**config.mk**
```make
export PLATFORM = sky130hd
export DESIGN_NAME = tec_totalize
export DESIGN_NICKNAME = d
export VERILOG_FILES = /design/src/rtl/tec_pkg.sv /design/src/rtl/tec_edge_sync.sv /design/src/rtl/tec_ratio_div.sv /design/src/rtl/tec_totalize.sv
export SDC_FILE = /design/constraint.sdc
export NUM_CORES = 2
export LEC_CHECK = 0
export BUFFER_PORTS_ARGS = -buffer_cell sky130_fd_sc_hd__buf_2
export CAP_MARGIN = 15
export CORE_MARGIN = 4
export CORE_UTILIZATION = 55
export DETAILED_ROUTE_END_ITERATION = 7
export PLACE_DENSITY_LB_ADDON = 0.12
export SLEW_MARGIN = 20
export SYNTH_ARGS = -nofsm -noshare
export SYNTH_HDL_FRONTEND = slang
export SYNTH_SLANG_ARGS = --single-unit
```
**constraint.sdc**
```tcl
create_clock -name sys_clk -period 7.45 [get_ports sys_clk]
set_clock_uncertainty 0.15 [all_clocks]
set_input_delay 0.745 -clock sys_clk [delete_from_list [all_inputs] [get_ports sys_clk]]
set_output_delay 0.745 -clock sys_clk [all_outputs]
set_load 0.1 [all_outputs]
```
**src/rtl/tec_pkg.sv**
```systemverilog
// package for the two-channel event totalizer
// assumes one 200 MHz measurement clock and an APB register port
package tec_pkg;
  // register byte offsets
  localparam logic [7:0] OFF_CTRL = 8'h00;
  localparam logic [7:0] OFF_CMD = 8'h04;
  localparam logic [7:0] OFF_START_DLY = 8'h08;
  localparam logic [7:0] OFF_STOP_DLY = 8'h0c;
  localparam logic [7:0] OFF_BLOCK = 8'h10;
  localparam logic [7:0] OFF_PACING = 8'h14;
  localparam logic [7:0] OFF_STATUS = 8'h18;
  localparam logic [7:0] OFF_COUNT_A = 8'h1c;
  localparam logic [7:0] OFF_COUNT_B = 8'h20;
  localparam logic [7:0] OFF_MAIN = 8'h24;
  localparam logic [7:0] OFF_DIFF = 8'h28;
  localparam logic [7:0] OFF_RATIO = 8'h2c;
  localparam logic [7:0] OFF_RESULT = 8'h30;
  localparam logic [7:0] OFF_SAMPLES = 8'h34;
  // command bits
  localparam int CMD_RUN_HOLD = 0;
  localparam int CMD_RESTART = 1;
  // status bits
  localparam int STS_GATE = 0;
  localparam int STS_RUN = 1;
  localparam int STS_RESULT = 2;
  localparam int STS_BLOCK = 3;
  // totalize modes
  localparam logic [2:0] MODE_A = 3'h0;
  localparam logic [2:0] MODE_B = 3'h1;
  localparam logic [2:0] MODE_SUM = 3'h2;
  localparam logic [2:0] MODE_DIFF = 3'h3;
  localparam logic [2:0] MODE_RATIO = 3'h4;
  // arming channels
  localparam logic [1:0] CH_A = 2'h0;
  localparam logic [1:0] CH_B = 2'h1;
  localparam logic [1:0] CH_E = 2'h2;
  localparam logic [1:0] CH_TIME = 2'h3;
  // reset values
  localparam logic [31:0] RST_CTRL = 32'h0000_0000;
  localparam logic [31:0] RST_DLY = 32'h0000_0002;
  localparam logic [31:0] RST_BLOCK = 32'h0000_0001;
  localparam logic [31:0] RST_PACING = 32'h0000_0002;
  // timing
  localparam int CLK_MHZ = 200;
  localparam int DLY_MIN_NS = 10;
  localparam longint DLY_MAX_S = 2;
  localparam logic [31:0] DLY_MIN_CYC =
    32'((DLY_MIN_NS * CLK_MHZ + 999) / 1000);
  localparam logic [31:0] DLY_MAX_CYC =
    32'(DLY_MAX_S * CLK_MHZ * 64'd1000000);
  // ratio fraction bits
  localparam int RATIO_FRAC = 16;

  typedef struct packed {
    logic [20:0] unused;
    logic stop_slope;
    logic [1:0] stop_ch;
    logic start_slope;
    logic [1:0] start_ch;
    logic arm_block;
    logic armed;
    logic [2:0] mode;
  } tec_ctrl_t;

  typedef struct packed {
    logic rise;
    logic fall;
  } tec_edge_t;
endpackage : tec_pkg

```
**src/rtl/tec_edge_sync.sv**
```systemverilog
// two-flop synchroniser with single-pulse edge detection
// assumes an asynchronous comparator output on din
`timescale 1ns/1ps
module tec_edge_sync
  import tec_pkg::*;
(
  input wire logic sys_clk,
  input wire logic reset_n,
  input wire logic din,
  output tec_edge_t edge_o
);
  logic s1;
  logic s2;
  logic s3;

  always_ff @(posedge sys_clk)
  begin
    if (!reset_n)
    begin
      s1 <= 1'b0;
      s2 <= 1'b0;
      s3 <= 1'b0;
    end
    else
    begin
      s1 <= din;
      s2 <= s1;
      s3 <= s2;
    end
  end

  assign edge_o.rise = s2 & ~s3;
  assign edge_o.fall = ~s2 & s3;
endmodule : tec_edge_sync

```
**src/rtl/tec_ratio_div.sv**
```systemverilog
// sequential unsigned divider giving a fixed-point quotient
// assumes operands hold steady only at start; start ignored while busy
`timescale 1ns/1ps
module tec_ratio_div
  import tec_pkg::*;
#(
  parameter int W = 32,
  parameter int F = RATIO_FRAC
)
(
  input wire logic sys_clk,
  input wire logic reset_n,
  input wire logic start,
  input wire logic [W-1:0] num,
  input wire logic [W-1:0] den,
  output logic busy,
  output logic [W-1:0] quot
);
  localparam int N = W + F;
  logic [N-1:0] dvd;
  logic [N-1:0] q;
  logic [W:0] rem;
  logic [W-1:0] dsr;
  logic [7:0] cnt;
  logic [W:0] trial;

  assign trial = {rem[W-1:0], dvd[N-1]} - {1'b0, dsr};

  always_ff @(posedge sys_clk)
  begin
    if (!reset_n)
    begin
      busy <= 1'b0;
      cnt <= 8'h00;
      dvd <= '0;
      q <= '0;
      rem <= '0;
      dsr <= '0;
      quot <= '0;
    end
    else if (start && !busy)
    begin
      busy <= 1'b1;
      cnt <= 8'(N);
      dvd <= {num, {F{1'b0}}};
      dsr <= den;
      rem <= '0;
      q <= '0;
    end
    else if (busy)
    begin
      dvd <= {dvd[N-2:0], 1'b0};
      if (!trial[W])
      begin
        rem <= trial;
        q <= {q[N-2:0], 1'b1};
      end
      else
      begin
        rem <= {rem[W-1:0], dvd[N-1]};
        q <= {q[N-2:0], 1'b0};
      end
      cnt <= cnt - 8'h01;
      if (cnt == 8'h01)
      begin
        busy <= 1'b0;
        if (dsr == '0)
          quot <= '1;
        else if (!trial[W])
          quot <= W'({q[N-2:0], 1'b1});
        else
          quot <= W'({q[N-2:0], 1'b0});
      end
    end
  end
endmodule : tec_ratio_div

```
**src/rtl/tec_totalize.sv**
```systemverilog
// two-channel event totalizer with manual and armed gating
// assumes comparator outputs on trig_a, trig_b, ext_gate, APB master
//
// The implementer's own choices: the APB interface to the registers and the register offsets.
`timescale 1ns/1ps

// Overview of operation
// - mode A counts A, offers A-B, A/B
// - mode B counts B, offers A-B, A/B
// - sum mode reports A+B, aux A and B
// - difference mode reports A-B, aux A, B
// - ratio mode reports A/B, aux A, B
// - counts readable live while gate open
// - counts accumulate until restart command
// - run/hold toggles gate; restart zeroes counts
// - manual: no block/pacing; levels computed once
// - armed gate from channel A, B or E
// - armed: block, pacing; result per stop
// - arm each sample or each block
// - start delay 10 ns to 2 s
// - stop hold-off 10 ns to 2 s
// - start and stop slopes independent
// - time stop closes gate after measurement time
module tec_totalize
  import tec_pkg::*;
#(
  parameter logic [31:0] MAX_DELAY_CYC = DLY_MAX_CYC,
  parameter int CW = 32
)
(
  input wire logic sys_clk,
  input wire logic reset_n,
  input wire logic psel,
  input wire logic penable,
  input wire logic pwrite,
  input wire logic [7:0] paddr,
  input wire logic [31:0] pwdata,
  output logic [31:0] prdata,
  output logic pready,
  output logic pslverr,
  input wire logic trig_a,
  input wire logic trig_b,
  input wire logic ext_gate,
  output logic gate_open,
  output logic level_calc_req,
  output logic result_strobe
);
  typedef enum logic [2:0] {
    ST_IDLE, ST_WAIT_START, ST_START_DLY, ST_HOLDOFF, ST_WAIT_STOP,
    ST_PACE
  } tec_state_t;

  tec_state_t state;
  tec_state_t next_state;
  tec_ctrl_t ctrl;
  logic [31:0] start_dly;
  logic [31:0] stop_dly;
  logic [31:0] block_size;
  logic [31:0] pacing;
  logic [CW-1:0] cnt_a;
  logic [CW-1:0] cnt_b;
  logic [31:0] result;
  logic [31:0] samples;
  logic [31:0] tmr;
  logic run;
  logic result_valid;
  logic block_done;
  logic lvl_done;
  logic [31:0] rdata;
  logic slverr_q;
  tec_edge_t edges [3];
  logic [2:0] pins;

  // synchronised inputs
  assign pins = {ext_gate, trig_b, trig_a};
  genvar g;
  generate
    for (g = 0; g < 3; g++)
    begin : g_sync
      tec_edge_sync u_sync (
        .sys_clk(sys_clk),
        .reset_n(reset_n),
        .din(pins[g]),
        .edge_o(edges[g])
      );
    end
  endgenerate

  // bus decode
  wire setup = psel & ~penable;
  wire access = psel & penable;
  wire wr = access & pwrite;
  wire rd = access & ~pwrite;
  wire wr_ctrl = wr & (paddr == OFF_CTRL);
  wire wr_cmd = wr & (paddr == OFF_CMD);
  wire wr_sdly = wr & (paddr == OFF_START_DLY);
  wire wr_pdly = wr & (paddr == OFF_STOP_DLY);
  wire wr_blk = wr & (paddr == OFF_BLOCK);
  wire wr_pace = wr & (paddr == OFF_PACING);
  wire rd_result = rd & (paddr == OFF_RESULT);
  wire rd_status = rd & (paddr == OFF_STATUS);
  wire cmd_toggle = wr_cmd & pwdata[CMD_RUN_HOLD];
  wire cmd_restart = wr_cmd & pwdata[CMD_RESTART];

  // derived results
  wire [CW-1:0] sum_ab = cnt_a + cnt_b;
  wire [CW-1:0] diff_ab = cnt_a - cnt_b;
  wire div_busy;
  wire [CW-1:0] ratio_ab;
  tec_ratio_div #(.W(CW), .F(RATIO_FRAC)) u_div (
    .sys_clk(sys_clk),
    .reset_n(reset_n),
    .start(1'b1),
    .num(cnt_a),
    .den(cnt_b),
    .busy(div_busy),
    .quot(ratio_ab)
  );
  wire [CW-1:0] main_val =
    (ctrl.mode == MODE_B) ? cnt_b :
    (ctrl.mode == MODE_SUM) ? sum_ab :
    (ctrl.mode == MODE_DIFF) ? diff_ab :
    (ctrl.mode == MODE_RATIO) ? ratio_ab : cnt_a;

  // arming edge selection
  wire [2:0] rise_v = {edges[2].rise, edges[1].rise, edges[0].rise};
  wire [2:0] fall_v = {edges[2].fall, edges[1].fall, edges[0].fall};
  wire start_ev = (ctrl.start_ch != CH_TIME) &&
    (ctrl.start_slope ? fall_v[ctrl.start_ch] : rise_v[ctrl.start_ch]);
  wire stop_ev = (ctrl.stop_ch != CH_TIME) &&
    (ctrl.stop_slope ? fall_v[ctrl.stop_ch] : rise_v[ctrl.stop_ch]);

  // delay clamps
  function automatic logic [31:0] clamp_dly(input logic [31:0] v);
    logic [31:0] r;
    r = v;
    if (r < DLY_MIN_CYC)
      r = DLY_MIN_CYC;
    if (r > MAX_DELAY_CYC)
      r = MAX_DELAY_CYC;
    return r;
  endfunction : clamp_dly

  wire tmr_done = (tmr <= 32'h0000_0001);
  wire armed_run = ctrl.armed & run;
  wire stop_time = (ctrl.stop_ch == CH_TIME);
  wire last_sample = (samples + 32'h0000_0001 >= block_size);
  wire gate_armed = (state == ST_HOLDOFF) || (state == ST_WAIT_STOP);
  wire stop_hit = ((state == ST_HOLDOFF) && tmr_done && stop_time) ||
    ((state == ST_WAIT_STOP) && stop_ev);
  wire next_gate = ctrl.armed ? gate_armed : run;

  // armed sequencer
  always_comb
  begin
    next_state = state;
    unique case (state)
      ST_IDLE:
        if (armed_run)
          next_state = ST_WAIT_START;
      ST_WAIT_START:
        if (start_ev)
          next_state = ST_START_DLY;
      ST_START_DLY:
        if (tmr_done)
          next_state = ST_HOLDOFF;
      ST_HOLDOFF:
        if (tmr_done)
          next_state = stop_time ? ST_PACE : ST_WAIT_STOP;
      ST_WAIT_STOP:
        if (stop_ev)
          next_state = ST_PACE;
      ST_PACE:
        if (tmr_done)
          next_state = (ctrl.arm_block && samples != 32'h0) ?
            ST_START_DLY : ST_WAIT_START;
    endcase
    if (!armed_run)
      next_state = ST_IDLE;
  end

  always_ff @(posedge sys_clk)
  begin
    if (!reset_n)
      state <= ST_IDLE;
    else
      state <= next_state;
  end

  // delay timer
  always_ff @(posedge sys_clk)
  begin
    if (!reset_n)
      tmr <= 32'h0;
    else if (state == ST_WAIT_START || (state == ST_PACE && tmr_done &&
      next_state == ST_START_DLY))
      tmr <= clamp_dly(start_dly);
    else if (state == ST_START_DLY && tmr_done)
      tmr <= clamp_dly(stop_dly);
    else if (stop_hit)
      tmr <= clamp_dly(pacing);
    else if (!tmr_done)
      tmr <= tmr - 32'h0000_0001;
  end

  // control registers
  always_ff @(posedge sys_clk)
  begin
    if (!reset_n)
    begin
      ctrl <= RST_CTRL;
      start_dly <= RST_DLY;
      stop_dly <= RST_DLY;
      block_size <= RST_BLOCK;
      pacing <= RST_PACING;
      run <= 1'b0;
    end
    else
    begin
      if (wr_ctrl)
        ctrl <= pwdata;
      if (wr_sdly)
        start_dly <= pwdata;
      if (wr_pdly)
        stop_dly <= pwdata;
      if (wr_blk)
        block_size <= pwdata;
      if (wr_pace)
        pacing <= pwdata;
      if (cmd_toggle)
        run <= ~run;
    end
  end

  // accumulators, live and never cleared by gate
  always_ff @(posedge sys_clk)
  begin
    if (!reset_n || cmd_restart)
    begin
      cnt_a <= '0;
      cnt_b <= '0;
    end
    else if (gate_open)
    begin
      if (edges[0].rise)
        cnt_a <= cnt_a + 1'b1;
      if (edges[1].rise)
        cnt_b <= cnt_b + 1'b1;
    end
  end

  // per-stop results and block statistics
  always_ff @(posedge sys_clk)
  begin
    if (!reset_n)
    begin
      gate_open <= 1'b0;
      result <= 32'h0;
      samples <= 32'h0;
      result_valid <= 1'b0;
      block_done <= 1'b0;
      result_strobe <= 1'b0;
    end
    else
    begin
      gate_open <= next_gate;
      result_strobe <= stop_hit;
      if (stop_hit)
      begin
        result <= 32'(main_val);
        samples <= last_sample ? 32'h0 : samples + 32'h0000_0001;
      end
      else if (cmd_restart || !ctrl.armed)
        samples <= 32'h0;
      if (stop_hit)
        result_valid <= 1'b1;
      else if (rd_result || cmd_restart)
        result_valid <= 1'b0;
      if (stop_hit && last_sample)
        block_done <= 1'b1;
      else if (rd_status || cmd_restart)
        block_done <= 1'b0;
    end
  end

  // one level computation before a manual run starts
  always_ff @(posedge sys_clk)
  begin
    if (!reset_n)
    begin
      level_calc_req <= 1'b0;
      lvl_done <= 1'b0;
    end
    else
    begin
      level_calc_req <= cmd_toggle & ~run & ~ctrl.armed & ~lvl_done;
      if (cmd_restart)
        lvl_done <= 1'b0;
      else if (cmd_toggle && !run && !ctrl.armed)
        lvl_done <= 1'b1;
    end
  end

  // read mux
  always_comb
  begin
    rdata = 32'h0;
    unique case (paddr)
      OFF_CTRL: rdata = ctrl;
      OFF_START_DLY: rdata = start_dly;
      OFF_STOP_DLY: rdata = stop_dly;
      OFF_BLOCK: rdata = block_size;
      OFF_PACING: rdata = pacing;
      OFF_STATUS: rdata = {28'h0, block_done, result_valid, run, gate_open};
      OFF_COUNT_A: rdata = 32'(cnt_a);
      OFF_COUNT_B: rdata = 32'(cnt_b);
      OFF_MAIN: rdata = 32'(main_val);
      OFF_DIFF: rdata = 32'(diff_ab);
      OFF_RATIO: rdata = 32'(ratio_ab);
      OFF_RESULT: rdata = result;
      OFF_SAMPLES: rdata = samples;
      default: rdata = 32'h0;
    endcase
  end

  wire mapped = (paddr[1:0] == 2'b00) && (paddr <= OFF_SAMPLES);

  always_ff @(posedge sys_clk)
  begin
    if (!reset_n)
    begin
      prdata <= 32'h0;
      slverr_q <= 1'b0;
    end
    else if (setup)
    begin
      prdata <= pwrite ? 32'h0 : rdata;
      slverr_q <= ~mapped;
    end
  end

  assign pready = 1'b1;
  assign pslverr = access & slverr_q;
endmodule : tec_totalize

```
==> reports/results.txt <==
share of cells above drive strength 1: 8.14%
dpl ws: 2.24 ns
Clock Tree Root: clkbuf_16
Initial Util: 55.5%
Port Buffers: 83
slew of the pin with the lowest slew margin: 1.22 ns
WP data arrival: 5.87 ns
# IOs: 85
Crit Path Class: flop to flop
die area: 60700 um2
cell family with most CP delay: simple AND/OR/NAND/NOR gates
Net Sw Frac: 32.2%
TritonCTS clock tree: yes
Die Width: 246 um
most frequent cell after synthesis: nand2_1
Fillers: 5271
First DRT Iteration DRCs: 4301
Crit path largest cell delay: 0.59 ns
Buf/Inv on CP: 0
CTS Buffer Depth: 3
Avg Inst Size Synth: 7.76 um2
final setup vio count: 0
htree depth: 2
CP Cell Sequence: and3_1 -> nand2_1 -> nor2_1 -> nand3_1 -> nor3_1 -> nand4_1 -> nor2_1 -> xor2_1 -> ha_1 -> a21o_1 -> a21o_1 -> a21o_1 -> a21o_1 -> a311oi_1 -> o211ai_1 -> nand3_1 -> o2bb2ai_4 -> a32o_1 -> and2_1
fin crit period: 5.42 ns
drt first pass iters: 8
DRC: 0
Final Cycle Share: 72.8%
Clk pwr share: 36.4%
sequential cell area fraction in the yosys report: 34.6%
EDFF count, synth: 0
status: finished clean
DP HPWL: 84.1 mm
Net Switching: 2.60 mW
Skew-Pair Late Insertion Delay: 0.65 ns
Seq cells post-synth: 540
worst hold slack: 0.161 ns
CTS-repair resized insts: 0
die height: 246 um
Max Fclk: 184 MHz
Syn Std Cell Area: 31200 um2
Max Slew Vio Count: 0
grt total ovfl: 0
GR Util All Layers: 37.8%
Startpoint Class: flop
Site Rows: 87
Slowest cell on crit path: nor3_1
synthesized instance count: 4025
Antenna Nets Post-Route: 0
crit end category: flop
CP dominant cell by count: a21o_1
Internal: 5.49 mW
area leader, netlist: dfxtp_1
Synth Flop Type: dfxtp_1
Final Hold Fails: 0
sequential share of power: 38.3%
area delta synth->final: 8.73%
Gate power share: 25.3%
core footprint: 56300 um2
Synth area leaders: dfxtp_1 (35%), nand2_1 (6.8%), a21oi_1 (6.1%)
vias in the first global route: 28598
final wirelength: 119 mm
initial antenna violation count: 2
min-delay worst type: primary input to flop
CP max FO: 33
Yosys top cell area share: 34.6%
clock-pin slew on the worst setup and hold paths: 0.07 ns
largest net degree at the start of global routing: 179
RSZ-0062 raised after global routing: no
critical path required time: 7.89 ns
first-pass GRT wire length: 178 mm
Synth Warn #: 0
clock sink count: 540
async set-or-reset flop fraction in the synthesized netlist: 0%
Fin Setup TNS: 0 ns
vias per cell: 6.63
wire per inst: 25.1 um
max cap viols: 0
P_leak: 12.7 nW
Worst VDD drop: 0.227 mV
RD Place Congestion: 0.975
Syn Nets: 4210
pwr/cell area: 238 nW/um2
# hold bufs at CTS: 0
# Post-CTS Setup Buffers: 0
Cell variety after synth: 85
number of buffers created by CTS: 57
Final Net Count: 4120
Max-slew headroom: 17.7%
via count: 31398
PnR worst setup slack: 2.03 ns
Post-synth top cells: nand2_1 (569), dfxtp_1 (540), a21oi_1 (379)
==> layout by cell type (no fill, tap or decap), types with 34 or more instances in the layout <==
master / instances
nand2_1: 567
dfxtp_1: 538
a21oi_1: 378
nor2_1: 360
o21ai_0: 164
inv_1: 155
xnor2_1: 143
nand3_1: 139
ha_1: 134
buf_2: 82
and3_1: 79
nor3_1: 74
mux2i_1: 69
a22oi_1: 66
xor2_1: 59
nor4_1: 59
o211ai_1: 58
clkbuf_16: 58
a221oi_1: 52
buf_4: 48
nand4_1: 42
o221a_2: 37
and2_1: 36
a21o_1: 34
a222oi_1: 34
==> registers in the layout, summed over array words and instances (netlist names), 8 cells and up <==
register,cells
block_size,32
cnt_a,32
cnt_b,32
ctrl,32
pacing,32
prdata,32
result,32
samples,32
start_dly,32
stop_dly,32
tmr,32
u_div.dsr,32
u_div.dvd,32
u_div.quot,32
u_div.rem,32
u_div.q,31
u_div.cnt,8
==> stage by stage <==
stage          area, um2  power [mW]  util [%]  std cells
2_1_floorplan      31200        4.71         -       4025
3_3_place_gp       32100        5.14      57.0       4632
3_5_place_dp       32100        5.15      57.0       4632
4_1_cts            33900        8.05      60.3       4737
5_1_grt            34000        8.42      60.3       4737
6_report           34000        8.09      60.3       4739
==> final timing paths <==
path	slack, ns	to	cells past startpoint	start
min	0.16	g_sync[2].u_sync.s1	2	ext_gate
max reg2reg	2.03	samples[7]	19	samples[3]
min reg2reg	0.27	level_calc_req	1	lvl_done
max	2.03	samples[7]	19	samples[3]
==> worst reg2reg max path: stages, from the launching register on <==
cell and delay [ns]:
dfxtp_1 0.49, and3_1 0.23, nand2_1 0.10, nor2_1 0.17, nand3_1 0.27, nor3_1 0.59
nand4_1 0.38, nor2_1 0.22, xor2_1 0.22, ha_1 0.28, a21o_1 0.16, a21o_1 0.18
a21o_1 0.17, a21o_1 0.21, a311oi_1 0.30, o211ai_1 0.18, nand3_1 0.21, o2bb2ai_4 0.45
a32o_1 0.29, and2_1 0.12
==> metal layers <==
layer / vias to the layer above / wire length (um) / GRT usage [%]
met1: 14892 / 49200 / 52.7
met2: 1827 / 50400 / 56.4
met3: 354 / 13100 / 8.22
met4: 4 / 6140 / 16.3
met5: - / 27 / 0
li1: 14321 / - / -
==> area by class of cell <==
class	instances	area [um2]	share of cell area [%]
sequential	540	10800	31.8
inverter	158	601	1.77
timing repair buffer	132	811	2.39
multi-input combinational	3046	18900	55.6
clock inverter	22	248	0.730
clock buffer	83	1650	4.85
tap	756	946	2.79
antenna	2	5.00	0.0147
==> cells by family (layout without fill, tap and decap cells) <==
logic type      Yosys count  count (layout)  share of synthesized area [%]
simple gates           1507            1507                           22.1
compound gates         1127            1127                           24.2
fa+ha+maj               137             137                           5.56
mux                      72              72                           2.39
buf+inv                 439             395                           5.38
xor+xnor                202             202                           5.66
flops                   540             540                           34.6
other cells               1               3                         0.0120
==> power by group through the flow <==
stage | clock network [mW] | registers (mW) | logic [mW]
after floorplan | 0 | 3.12 | 1.59
after global placement | 0 | 3.16 | 1.98
after detailed placement | 0 | 3.16 | 1.99
after CTS | 2.95 | 3.09 | 2.00
after global routing | 3.08 | 3.11 | 2.23
final | 2.95 | 3.10 | 2.04
No activity file was read; power rests on OpenSTA's default activity.
